===== src/include/spv_pkg.sv =====
// Shared constants, register map and types for the supervisor and its host controller.
package spv_pkg;
   // Timebase: one millisecond tick derived from the 25 MHz clock.
   localparam int CLK_PERIOD_NS    = 40;
   localparam int TICK_US          = 1000;
   localparam int TICK_CYCLES      = TICK_US * 1000 / CLK_PERIOD_NS;
   localparam int INT_PULSE_US     = 10;
   localparam int INT_PULSE_CYCLES = INT_PULSE_US * 1000 / CLK_PERIOD_NS;
   // Sequencer times, counted in millisecond ticks.
   localparam int NREQ_TIMEOUT_MS  = 350;
   localparam int UV_SLEEP_HOLD_MS = 100;
   localparam int WD_RESET_MS      = 1;
   localparam int WAKE_RESET_MS    = 4;
   // Device register addresses on the link.
   localparam logic [2:0] DA_IOR    = 3'h2;
   localparam logic [2:0] DA_CAN    = 3'h3;
   localparam logic [2:0] DA_MODE   = 3'h4;
   localparam logic [2:0] DA_TIMING = 3'h5;
   localparam logic [2:0] DA_INT    = 3'h7;
   // Field positions of the interrupt register and the timing register.
   localparam int INT_SUPPLY = 3;
   localparam int INT_OT_TRK = 2;
   localparam int INT_HEAT   = 1;
   localparam int INT_BUS    = 0;
   localparam int TIM_SELECT = 3;
   localparam int TIM_WINDOW = 2;
   localparam logic [3:0] INT_RESET = 4'h0;
   // Latched IO status layout.
   localparam int IOR_HSOT   = 0;
   localparam int IOR_TRK    = 1;
   localparam int IOR_SUPPLY = 2;
   localparam int IOR_HEAT   = 3;
   // Positions of the synchronised device input pins.
   localparam int P_BUS  = 0;
   localparam int P_HEAT = 1;
   localparam int P_HSOT = 2;
   localparam int P_TRK  = 3;
   localparam int P_SUP  = 4;
   localparam int P_UV   = 5;
   localparam int P_OC   = 6;
   localparam int P_WAKE = 7;
   localparam int P_LOSS = 8;
   localparam int NPINS  = 9;
   // Host APB register offsets.
   localparam logic [11:0] HA_CMD      = 12'h000;
   localparam logic [11:0] HA_RDATA    = 12'h004;
   localparam logic [11:0] HA_STAT     = 12'h008;
   localparam logic [11:0] HA_IRQ_STAT = 12'h00c;
   localparam logic [11:0] HA_IRQ_MASK = 12'h010;
   localparam logic [11:0] HA_KICK     = 12'h014;
   localparam logic [11:0] HA_SNAP     = 12'h018;
   // Host interrupt status bits.
   localparam int HI_DEV_INT = 0;
   localparam int HI_DEV_RST = 1;
   localparam int HI_DONE    = 2;

   // Sequencer modes, Gray coded in the order listed.
   typedef enum logic [2:0] {
      ST_NREQ    = 3'h0,
      ST_NORM    = 3'h1,
      ST_WDRST   = 3'h3,
      ST_UVSTOP  = 3'h2,
      ST_UVSLEEP = 3'h6,
      ST_SLEEP   = 3'h7,
      ST_WAKE    = 3'h5
   } spv_mode_type;

   // Watchdog period in milliseconds for a period select code.
   function automatic logic [8:0] wd_period_ms(input logic [1:0] sel);
      case (sel)
         2'h0:    wd_period_ms = 9'h00a;
         2'h1:    wd_period_ms = 9'h02d;
         2'h2:    wd_period_ms = 9'h064;
         default: wd_period_ms = 9'h15e;
      endcase
   endfunction : wd_period_ms
endpackage : spv_pkg


===== src/include/spv_link_if.sv =====
// Register and pin link between the supervisor and its host controller.
`timescale 1ns/1ns
interface spv_link_if;
   logic       req;
   logic       we;
   logic [2:0] addr;
   logic [3:0] wdata;
   logic       ack;
   logic [3:0] rdata;
   logic       int_n;
   logic       reset_n;
   logic       timer_fault_n;

   modport dev (input req, we, addr, wdata, output ack, rdata, int_n, reset_n, timer_fault_n);
   modport host (output req, we, addr, wdata, input ack, rdata, int_n, reset_n, timer_fault_n);
endinterface : spv_link_if


===== src/verilog/spv_device.sv =====
// Supervisor: masked interrupt unit and power mode sequencer.
`timescale 1ns/1ns
// Behaviour
// - Four mask bits: bus, heat, overheat/tracker, supply.
// - Enabled fault pulls interrupt low; masked never.
// - D2 reads one for overheat, zero tracker.
// - Over-current wake with stop selected pulses interrupt, status stays zero.
// - Status mirrors latched flags; source read clears.
// - Fault flags stay latched until register read.
// - Power-up enters normal-request, main regulator on.
// - No timing write in 350 ms resets.
// - First timing write enters normal, tracker on.
// - Missed refresh resets, back to normal-request.
// - Undervoltage with stop selected enters reset mode.
// - Overload gone, restart in normal-request mode.
// - Undervoltage with sleep, no battery loss: 100 ms reset, sleep.
// - Sleep wake holds reset through start-up time.
// - Interrupt bit order D3..D0, cleared on reset.
module spv_device #(
   parameter int TICK_CYC = spv_pkg::TICK_CYCLES
) (
   input  wire logic          pclk,
   input  wire logic          presetn,
   spv_link_if.dev            link,
   input  wire logic          bus_fault_flag,
   input  wire logic          regulator_heat_warning,
   input  wire logic          high_side_overheat,
   input  wire logic          tracker_undervoltage,
   input  wire logic          battery_supply_low,
   input  wire logic          main_regulator_output_low,
   input  wire logic          overcurrent_wake,
   input  wire logic          wake_event,
   input  wire logic          battery_loss_flag,
   output logic               main_regulator_output_en,
   output logic               tracker_en,
   output logic               can_txrx_en,
   output spv_pkg::spv_mode_type mode
);
   logic [spv_pkg::NPINS-1:0] pin_meta;
   logic [spv_pkg::NPINS-1:0] pin_sync;
   logic                      oc_prev;
   logic [14:0]               pre_cnt;
   logic                      tick;
   logic [8:0]                ms_cnt;
   logic                      ms_clr;
   spv_pkg::spv_mode_type     st;
   spv_pkg::spv_mode_type     next_st;
   logic [3:0]                int_mask;
   logic [3:0]                io_status_register;
   logic                      can_fault;
   logic [1:0]                wd_sel;
   logic                      wd_win;
   logic                      lp_sleep;
   logic [7:0]                pulse_cnt;
   logic [3:0]                next_rdata;

   // Pin inputs pass two flip-flops; only the second stage is read.
   always_ff @(posedge pclk or negedge presetn) begin
      if (!presetn) begin
         pin_meta <= '0;
         pin_sync <= '0;
         oc_prev  <= 1'b0;
      end else begin
         pin_meta <= {battery_loss_flag, wake_event, overcurrent_wake,
                      main_regulator_output_low, battery_supply_low, tracker_undervoltage,
                      high_side_overheat, regulator_heat_warning, bus_fault_flag};
         pin_sync <= pin_meta;
         oc_prev  <= pin_sync[spv_pkg::P_OC];
      end
   end

   // Link decode; every access is answered one cycle after it is taken.
   wire acc     = link.req & ~link.ack;
   wire wr      = acc & link.we;
   wire rd      = acc & ~link.we;
   wire tim_wr  = wr & (link.addr == spv_pkg::DA_TIMING) & ~link.wdata[spv_pkg::TIM_SELECT];
   wire int_wr  = wr & (link.addr == spv_pkg::DA_INT);
   wire mode_wr = wr & (link.addr == spv_pkg::DA_MODE);
   wire ior_rd  = rd & (link.addr == spv_pkg::DA_IOR);
   wire can_rd  = rd & (link.addr == spv_pkg::DA_CAN);
   wire uv      = pin_sync[spv_pkg::P_UV];
   wire in_rst  = (st != spv_pkg::ST_NREQ) && (st != spv_pkg::ST_NORM);
   wire oc_edge = pin_sync[spv_pkg::P_OC] & ~oc_prev;

   // Watchdog period and its open-window check.
   wire [8:0] wd_per = spv_pkg::wd_period_ms(wd_sel);
   wire early = wd_win & (ms_cnt < (wd_per >> 1));
   wire [8:0] nreq_lim  = 9'(spv_pkg::NREQ_TIMEOUT_MS);
   wire [8:0] hold_lim  = 9'(spv_pkg::UV_SLEEP_HOLD_MS);
   wire [8:0] wdrst_lim = 9'(spv_pkg::WD_RESET_MS);
   wire [8:0] wake_lim  = 9'(spv_pkg::WAKE_RESET_MS);
   wire uv_sleep_ok = lp_sleep & ~pin_sync[spv_pkg::P_LOSS];
   wire spv_pkg::spv_mode_type uv_dest = uv_sleep_ok ? spv_pkg::ST_UVSLEEP
                                                     : spv_pkg::ST_UVSTOP;

   // Reported status and the interrupt cause, both gated by the mask.
   wire [3:0] int_stat = {io_status_register[spv_pkg::IOR_SUPPLY], io_status_register[spv_pkg::IOR_HSOT],
                          io_status_register[spv_pkg::IOR_HEAT], can_fault} & int_mask;
   wire trk_cause = io_status_register[spv_pkg::IOR_TRK] & int_mask[spv_pkg::INT_OT_TRK];
   wire int_low = (|int_stat) | trk_cause | (pulse_cnt != 8'h00)
                | (st == spv_pkg::ST_UVSTOP) | (st == spv_pkg::ST_UVSLEEP);

   // Millisecond prescaler shared by every timeout.
   always_ff @(posedge pclk or negedge presetn) begin
      if (!presetn) begin
         pre_cnt <= '0;
         tick    <= 1'b0;
      end else begin
         tick    <= (pre_cnt == 15'(TICK_CYC - 1));
         pre_cnt <= (pre_cnt == 15'(TICK_CYC - 1)) ? '0 : pre_cnt + 15'h1;
      end
   end

   // Millisecond counter restarts on every mode change, refresh or low regulator in wake.
   assign ms_clr = (next_st != st) | tim_wr | ((st == spv_pkg::ST_WAKE) & uv);
   always_ff @(posedge pclk or negedge presetn) begin
      if (!presetn) begin
         ms_cnt <= '0;
      end else if (ms_clr) begin
         ms_cnt <= '0;
      end else if (tick && ms_cnt != 9'h1ff) begin
         ms_cnt <= ms_cnt + 9'h1;
      end
   end

   // Mode sequencer next state.
   always_comb begin
      next_st = st;
      unique case (st)
         spv_pkg::ST_NREQ: begin
            if (uv) begin
               next_st = uv_dest;
            end else if (tim_wr) begin
               next_st = spv_pkg::ST_NORM;
            end else if (ms_cnt >= nreq_lim) begin
               next_st = spv_pkg::ST_WDRST;
            end
         end
         spv_pkg::ST_NORM: begin
            if (uv) begin
               next_st = uv_dest;
            end else if (tim_wr ? early : (ms_cnt >= wd_per)) begin
               next_st = spv_pkg::ST_WDRST;
            end
         end
         spv_pkg::ST_WDRST: begin
            if (ms_cnt >= wdrst_lim) begin
               next_st = spv_pkg::ST_NREQ;
            end
         end
         spv_pkg::ST_UVSTOP: begin
            if (!uv) begin
               next_st = spv_pkg::ST_NREQ;
            end
         end
         spv_pkg::ST_UVSLEEP: begin
            if (ms_cnt >= hold_lim) begin
               next_st = spv_pkg::ST_SLEEP;
            end
         end
         spv_pkg::ST_SLEEP: begin
            if (pin_sync[spv_pkg::P_WAKE]) begin
               next_st = spv_pkg::ST_WAKE;
            end
         end
         spv_pkg::ST_WAKE: begin
            if (!uv && ms_cnt >= wake_lim) begin
               next_st = spv_pkg::ST_NREQ;
            end
         end
         default: next_st = spv_pkg::ST_NREQ;
      endcase
   end

   // State and registered pins; reset comes up in normal-request.
   always_ff @(posedge pclk or negedge presetn) begin
      if (!presetn) begin
         st                       <= spv_pkg::ST_NREQ;
         link.reset_n             <= 1'b1;
         link.timer_fault_n       <= 1'b0;
         link.int_n               <= 1'b1;
         main_regulator_output_en <= 1'b1;
         tracker_en               <= 1'b0;
         can_txrx_en              <= 1'b1;
      end else begin
         st                 <= next_st;
         link.reset_n       <= (next_st == spv_pkg::ST_NREQ) | (next_st == spv_pkg::ST_NORM);
         link.timer_fault_n <= (next_st != spv_pkg::ST_NREQ) & (next_st != spv_pkg::ST_WDRST);
         link.int_n         <= ~int_low;
         main_regulator_output_en <= next_st != spv_pkg::ST_SLEEP;
         tracker_en         <= next_st == spv_pkg::ST_NORM;
         can_txrx_en        <= (next_st == spv_pkg::ST_NREQ) | (next_st == spv_pkg::ST_NORM);
      end
   end
   assign mode = st;

   // Mask, timing and mode registers; mask and timing clear while reset is asserted.
   always_ff @(posedge pclk or negedge presetn) begin
      if (!presetn) begin
         int_mask <= spv_pkg::INT_RESET;
         wd_sel   <= 2'h0;
         wd_win   <= 1'b0;
         lp_sleep <= 1'b0;
      end else if (in_rst) begin
         int_mask <= spv_pkg::INT_RESET;
         wd_sel   <= 2'h0;
         wd_win   <= 1'b0;
      end else begin
         if (int_wr) begin
            int_mask <= link.wdata;
         end
         if (tim_wr) begin
            wd_sel <= link.wdata[1:0];
            wd_win <= link.wdata[spv_pkg::TIM_WINDOW];
         end
         if (mode_wr) begin
            lp_sleep <= link.wdata[0];
         end
      end
   end

   // Latched fault flags; a fault present in the read cycle wins over the clear.
   always_ff @(posedge pclk or negedge presetn) begin
      if (!presetn) begin
         io_status_register       <= '0;
         can_fault <= 1'b0;
      end else begin
         io_status_register[spv_pkg::IOR_HSOT]   <= (io_status_register[spv_pkg::IOR_HSOT] & ~ior_rd) | pin_sync[spv_pkg::P_HSOT];
         io_status_register[spv_pkg::IOR_TRK]    <= (io_status_register[spv_pkg::IOR_TRK] & ~ior_rd) | pin_sync[spv_pkg::P_TRK];
         io_status_register[spv_pkg::IOR_SUPPLY] <= (io_status_register[spv_pkg::IOR_SUPPLY] & ~ior_rd) | pin_sync[spv_pkg::P_SUP];
         io_status_register[spv_pkg::IOR_HEAT]   <= (io_status_register[spv_pkg::IOR_HEAT] & ~ior_rd) | pin_sync[spv_pkg::P_HEAT];
         can_fault <= (can_fault & ~can_rd) | pin_sync[spv_pkg::P_BUS];
      end
   end

   // Over-current wake with stop selected gives a pulse that no status bit records.
   always_ff @(posedge pclk or negedge presetn) begin
      if (!presetn) begin
         pulse_cnt <= '0;
      end else if (oc_edge && !lp_sleep && !in_rst) begin
         pulse_cnt <= 8'(spv_pkg::INT_PULSE_CYCLES);
      end else if (pulse_cnt != 8'h00) begin
         pulse_cnt <= pulse_cnt - 8'h1;
      end
   end

   // Read data selection; the timing register is write only.
   always_comb begin
      unique case (link.addr)
         spv_pkg::DA_INT:  next_rdata = int_stat;
         spv_pkg::DA_IOR:  next_rdata = io_status_register;
         spv_pkg::DA_CAN:  next_rdata = {3'h0, can_fault};
         spv_pkg::DA_MODE: next_rdata = {3'h0, lp_sleep};
         default:          next_rdata = 4'h0;
      endcase
   end

   // Answer strobe and read data.
   always_ff @(posedge pclk or negedge presetn) begin
      if (!presetn) begin
         link.ack   <= 1'b0;
         link.rdata <= 4'h0;
      end else begin
         link.ack <= acc;
         if (rd) begin
            link.rdata <= next_rdata;
         end
      end
   end
endmodule : spv_device


===== src/flat_wrapper.sv =====
// flat-port wrapper written by rule: the top's interface ports become plain ports
module spv_device_flat 
#(
   parameter int TICK_CYC = spv_pkg::TICK_CYCLES
)
  (pclk, presetn, bus_fault_flag, regulator_heat_warning, high_side_overheat, tracker_undervoltage, battery_supply_low, main_regulator_output_low, overcurrent_wake, wake_event, battery_loss_flag, main_regulator_output_en, tracker_en, can_txrx_en, mode, link_req, link_we, link_addr, link_wdata, link_ack, link_rdata, link_int_n, link_reset_n, link_timer_fault_n);
  spv_link_if link_i ();
  input  wire logic pclk;
  input  wire logic presetn;
  input  wire logic bus_fault_flag;
  input  wire logic regulator_heat_warning;
  input  wire logic high_side_overheat;
  input  wire logic tracker_undervoltage;
  input  wire logic battery_supply_low;
  input  wire logic main_regulator_output_low;
  input  wire logic overcurrent_wake;
  input  wire logic wake_event;
  input  wire logic battery_loss_flag;
  output logic main_regulator_output_en;
  output logic tracker_en;
  output logic can_txrx_en;
  output spv_pkg::spv_mode_type mode;
  input wire logic [$bits(link_i.req)-1:0] link_req;
  input wire logic [$bits(link_i.we)-1:0] link_we;
  input wire logic [$bits(link_i.addr)-1:0] link_addr;
  input wire logic [$bits(link_i.wdata)-1:0] link_wdata;
  output wire logic [$bits(link_i.ack)-1:0] link_ack;
  output wire logic [$bits(link_i.rdata)-1:0] link_rdata;
  output wire logic [$bits(link_i.int_n)-1:0] link_int_n;
  output wire logic [$bits(link_i.reset_n)-1:0] link_reset_n;
  output wire logic [$bits(link_i.timer_fault_n)-1:0] link_timer_fault_n;
  assign link_i.req = link_req;
  assign link_i.we = link_we;
  assign link_i.addr = link_addr;
  assign link_i.wdata = link_wdata;
  assign link_ack = link_i.ack;
  assign link_rdata = link_i.rdata;
  assign link_int_n = link_i.int_n;
  assign link_reset_n = link_i.reset_n;
  assign link_timer_fault_n = link_i.timer_fault_n;
  spv_device #(.TICK_CYC(TICK_CYC)) u_core (.pclk(pclk), .presetn(presetn), .link(link_i), .bus_fault_flag(bus_fault_flag), .regulator_heat_warning(regulator_heat_warning), .high_side_overheat(high_side_overheat), .tracker_undervoltage(tracker_undervoltage), .battery_supply_low(battery_supply_low), .main_regulator_output_low(main_regulator_output_low), .overcurrent_wake(overcurrent_wake), .wake_event(wake_event), .battery_loss_flag(battery_loss_flag), .main_regulator_output_en(main_regulator_output_en), .tracker_en(tracker_en), .can_txrx_en(can_txrx_en), .mode(mode));
endmodule

===== config.mk =====
export PLATFORM = sky130hd
export DESIGN_NAME = spv_device_flat
export DESIGN_NICKNAME = d
export VERILOG_FILES = /design/src/include/spv_pkg.sv /design/src/include/spv_link_if.sv /design/src/verilog/spv_device.sv /design/src/flat_wrapper.sv
export SDC_FILE = /design/constraint.sdc
export NUM_CORES = 1
export LEC_CHECK = 0
export BUFFER_PORTS_ARGS = -buffer_cell sky130_fd_sc_hd__buf_2
export CORE_ASPECT_RATIO = 1.5
export CORE_MARGIN = 4
export CORE_UTILIZATION = 60
export DETAILED_ROUTE_END_ITERATION = 7
export GPL_TIMING_DRIVEN = 0
export PLACE_DENSITY_LB_ADDON = 0.12
export SYNTH_ARGS = -nofsm -noshare
export SYNTH_HDL_FRONTEND = slang
export SYNTH_SLANG_ARGS = --single-unit

===== constraint.sdc =====
create_clock -name pclk -period 7.73 [get_ports pclk]
set_clock_uncertainty 0.15 [all_clocks]
set_input_delay 1.9325 -clock pclk [delete_from_list [all_inputs] [get_ports pclk]]
set_output_delay 1.9325 -clock pclk [all_outputs]
set_load 0.02 [all_outputs]

==> impl_metrics.json <==
{
  "status": "finished clean",
  "peakVddDrop_mv": 0.2185,
  "antenna_cells": 0,
  "synth_cells": 378,
  "async_flop_share_pct": 100.0,
  "slew_viol_final": 0,
  "final_common_cell": "dfrtp_1",
  "grt_max_degree": 48,
  "hold_depth": 0,
  "reg2reg_depth": 10,
  "cp_max_fo": 9,
  "synth_warnings": 0,
  "netSwitchingFraction_pct": 26.92,
  "synth_compound_area_share_pct": 13.51,
  "worstReg2RegStart": "u_core.wd_sel[1]$_DFFE_PN0P_",
  "crit_required_ps": 7730,
  "cp-endpoint": "u_core.ms_cnt[4]$_DFFE_PN0P_",
  "whs_ps": 203.0,
  "antenna_found_initial": 0,
  "clock-sinks": 78,
  "cts-hold-fix-buffers": 0,
  "drc": 0,
  "cts_resized": 0,
  "cts_tree": "yes",
  "die_x_um": 74.37,
  "synthXorXnorAreaFrac_pct": 5.524,
  "viasPerCell": 5.932,
  "synth_top_family_by_area": "simple AND/OR/NAND/NOR gates",
  "clkPwrFrac_pct": 36.1,
  "drv_cap": 0,
  "multiInputGateArea_sq_um": 1873,
  "syn_nets": 418,
  "n_fill_cell": 486,
  "die_h_um": 107.5,
  "fmax_ghz": 0.2429,
  "grt_util_all_layers_pct": 21.87,
  "synth.area.mux_share_pct": 2.336,
  "num_vias": 2984,
  "fin_tns_setup_ps": 0,
  "cts_setup_buffers": 0,
  "timing.rr.end": "u_core.ms_cnt[4]$_DFFE_PN0P_",
  "period_minus_slack_ps": 4117,
  "seqCellArea_sq_um": 1956,
  "dieArea_sq_um": 7998,
  "io_pins": 34,
  "grt_overflow": 0,
  "syn2layout_area_growth_pct": 12.41,
  "cts_root_buf": "clkbuf_8",
  "hold_viol": 0,
  "dr.pass1.iters": 4,
  "drt_iter0_drc": 116,
  "start_util_pct": 61.54,
  "max_slew.worst_pin.slew_ps": 1145,
  "nets": 462,
  "seqPwrFrac_pct": 52.2,
  "drive_gt1_share_pct": 16.16,
  "slew_headroom_pct": 22.99,
  "htreeDepth": 3,
  "core_sq_um": 6441,
  "clkTransAtPathRegs_ps": 80,
  "net-switching-power_mw": 0.2342,
  "synth-edff-count": 0,
  "grt_pass1_wl_mm": 13.57,
  "p_leak_nw": 1.945,
  "rsz0062_at_grt": "false",
  "totalWireLength_mm": 8.148,
  "critPathArrivalTime_ps": 4120,
  "synth-seq-area-share_pct": 49.34,
  "synthAdderAreaFrac_pct": 6.313,
  "cts_buffers": 9,
  "synthesis.area_sq_um": 3964,
  "regToRegSetupSlack_ps": 4730,
  "dp_slack_ps": 3277,
  "wl_per_cell_um": 16.20,
  "hpwl_mm": 5.996,
  "globalplace.congestion": 0.9458,
  "syn_avg_cell_area_sq_um": 10.49,
  "fin_ws_ps": 3613,
  "hp-class": "reg -> reg",
  "endpoint_kind": "register",
  "ys_types": 59,
  "p_int_mw": 0.6359,
  "grt_pass1_vias": 2924,
  "final_cell_mix": "75 x dfrtp_1, 32 x nand2_1, 31 x buf_2",
  "fin_crit_sh_pct": 53.26,
  "clk_latency_ps": 340,
  "worst_setup_path_start_kind": "primary input",
  "ys.flop_type": "dfrtp_1",
  "port_buffers": 32,
  "p_comb_share_pct": 11.7,
  "clock_path_buffers": 2,
  "rows": 36,
  "synthSimpleGateAreaFrac_pct": 19.57,
  "final_antenna_net_count": 0,
  "crit_start": "link_addr[1]",
  "crit_type": "in -> reg",
  "power_per_cell_area_nw_per_um2": 195.3,
  "yosys_register_bits": 78,
  "final-setup-viol-count": 0
}
==> area by class of cell <==
| cell class | instances | share of cell area (%) |
|---|---|---|
| clock buffer | 10 | 3.089 |
| tap | 76 | 2.134 |
| buffer | 19 | 2.190 |
| multi-input combinational | 271 | 42.04 |
| sequential | 78 | 43.89 |
| clock inverter | 6 | 1.545 |
| timing repair buffer | 33 | 4.268 |
| inverter | 10 | 0.8425 |
==> layer usage <==
layer  global-route usage [%]  part of all wire (%)  routed length [um]  up-vias
met3                    3.645                   3.4                 273        9
met5                        0                     0                   0        -
met4                    6.361                   1.1                  93        0
li1                         -                     -                   -     1452
met1                    26.18                    41                3308     1471
met2                    39.31                    55                4472       52
==> cell usage after synthesis, types with 2 or more instances <==
| cell | n | area [sq um] |
|---|---|---|
| a2111oi_1 | 8 | 80.08 |
| a211o_1 | 2 | 17.52 |
| a211oi_1 | 4 | 30.03 |
| a21o_1 | 6 | 45.04 |
| a21oi_1 | 13 | 65.06 |
| a22oi_1 | 2 | 15.01 |
| a31oi_1 | 2 | 12.51 |
| a32oi_1 | 3 | 26.28 |
| and2_1 | 2 | 12.51 |
| and3_1 | 7 | 43.79 |
| buf_6 | 3 | 33.78 |
| clkbuf_1 | 15 | 56.30 |
| dfrtp_1 | 75 | 1877 |
| dfstp_2 | 3 | 78.83 |
| ha_1 | 20 | 250.2 |
| inv_1 | 10 | 37.54 |
| mux2_2 | 2 | 22.52 |
| mux2i_1 | 7 | 70.07 |
| nand2_1 | 32 | 120.1 |
| nand2b_1 | 6 | 37.54 |
| nand3_1 | 14 | 70.07 |
| nand3b_1 | 2 | 15.01 |
| nand4_1 | 6 | 37.54 |
| nor2_1 | 28 | 105.1 |
| nor2b_1 | 7 | 43.79 |
| nor3_1 | 9 | 45.04 |
| nor3b_1 | 2 | 15.01 |
| nor4_1 | 3 | 18.77 |
| nor4bb_1 | 2 | 20.02 |
| o2111ai_1 | 4 | 35.03 |
| o211a_1 | 2 | 20.02 |
| o211ai_1 | 3 | 22.52 |
| o21ai_0 | 14 | 70.07 |
| o221ai_1 | 2 | 17.52 |
| o31ai_1 | 3 | 22.52 |
| or2_2 | 3 | 18.77 |
| or3_1 | 4 | 25.02 |
| or4_1 | 4 | 30.03 |
| xnor2_1 | 12 | 105.1 |
| xor2_1 | 13 | 113.9 |
==> how the worst min path moves through the flow <==
stage | from | end | slack (ps)
finish | u_core.pin_meta[5]$_DFF_PN0_ | u_core.pin_sync[5]$_DFF_PN0_ | 200
global route | u_core.pin_meta[1]$_DFF_PN0_ | u_core.pin_sync[1]$_DFF_PN0_ | 210
CTS | u_core.pin_meta[5]$_DFF_PN0_ | u_core.pin_sync[5]$_DFF_PN0_ | 200
detailed placement | u_core.pin_meta[5]$_DFF_PN0_ | u_core.pin_sync[5]$_DFF_PN0_ | 180
global placement | u_core.pin_meta[3]$_DFF_PN0_ | u_core.pin_sync[3]$_DFF_PN0_ | 180
floorplan | u_core.pin_meta[0]$_DFF_PN0_ | u_core.pin_sync[0]$_DFF_PN0_ | 180
==> cell families after synthesis <==
group | after synthesis
compound gates | 74
flops | 78
simple gates | 143
mux | 9
buf+inv | 29
xor+xnor | 25
fa+ha+maj | 20
==> flip-flops by register name, summed over array words and instances (netlist names) <==
signal and flops:
u_core.pre_cnt 15, u_core.mode 3, u_core.tracker_en 1, u_core.oc_prev 1, u_core.pulse_cnt 8, u_core.io_status_register 4
u_core.link.timer_fault_n 1, u_core.ms_cnt 9, u_core.link.reset_n 1, u_core.pin_meta 9, u_core.link.rdata 4, u_core.wd_win 1
u_core.wd_sel 2, u_core.link.int_n 1, u_core.main_regulator_output_en 1, u_core.pin_sync 9, u_core.link.ack 1, u_core.can_fault 1
u_core.int_mask 4, u_core.tick 1, u_core.lp_sleep 1
==> worst max-delay path, stage by stage <==
cell and delay (ps):
buf_2 140, and4bb_4 230, and2_4 160, buf_6 120, o31a_1 350, o31ai_1 950, a2111oi_1 230
==> metrics by stage <==
step,power (mW),area [sq um],util [%],cells
2_1_floorplan,0.5243,3964,-,378
3_3_place_gp,0.5575,4219,65.50,486
3_5_place_dp,0.5637,4249,65.97,487
4_1_cts,0.8757,4456,69.17,503
5_1_grt,0.9076,4456,69.17,503
6_report,0.8700,4456,69.17,503
==> power by group through the flow <==
| stage | Clock, mW | Combinational (mW) | Sequential (mW) |
|---|---|---|---|
| 5_1_grt | 0.337 | 0.114 | 0.456 |
| 4_1_cts | 0.320 | 0.103 | 0.453 |
| 2_1_floorplan | 0 | 0.0617 | 0.463 |
| 3_3_place_gp | 0 | 0.0975 | 0.460 |
| 3_5_place_dp | 0 | 0.102 | 0.461 |
| 6_report | 0.315 | 0.102 | 0.454 |
No activity file was read; power rests on OpenSTA's default activity.
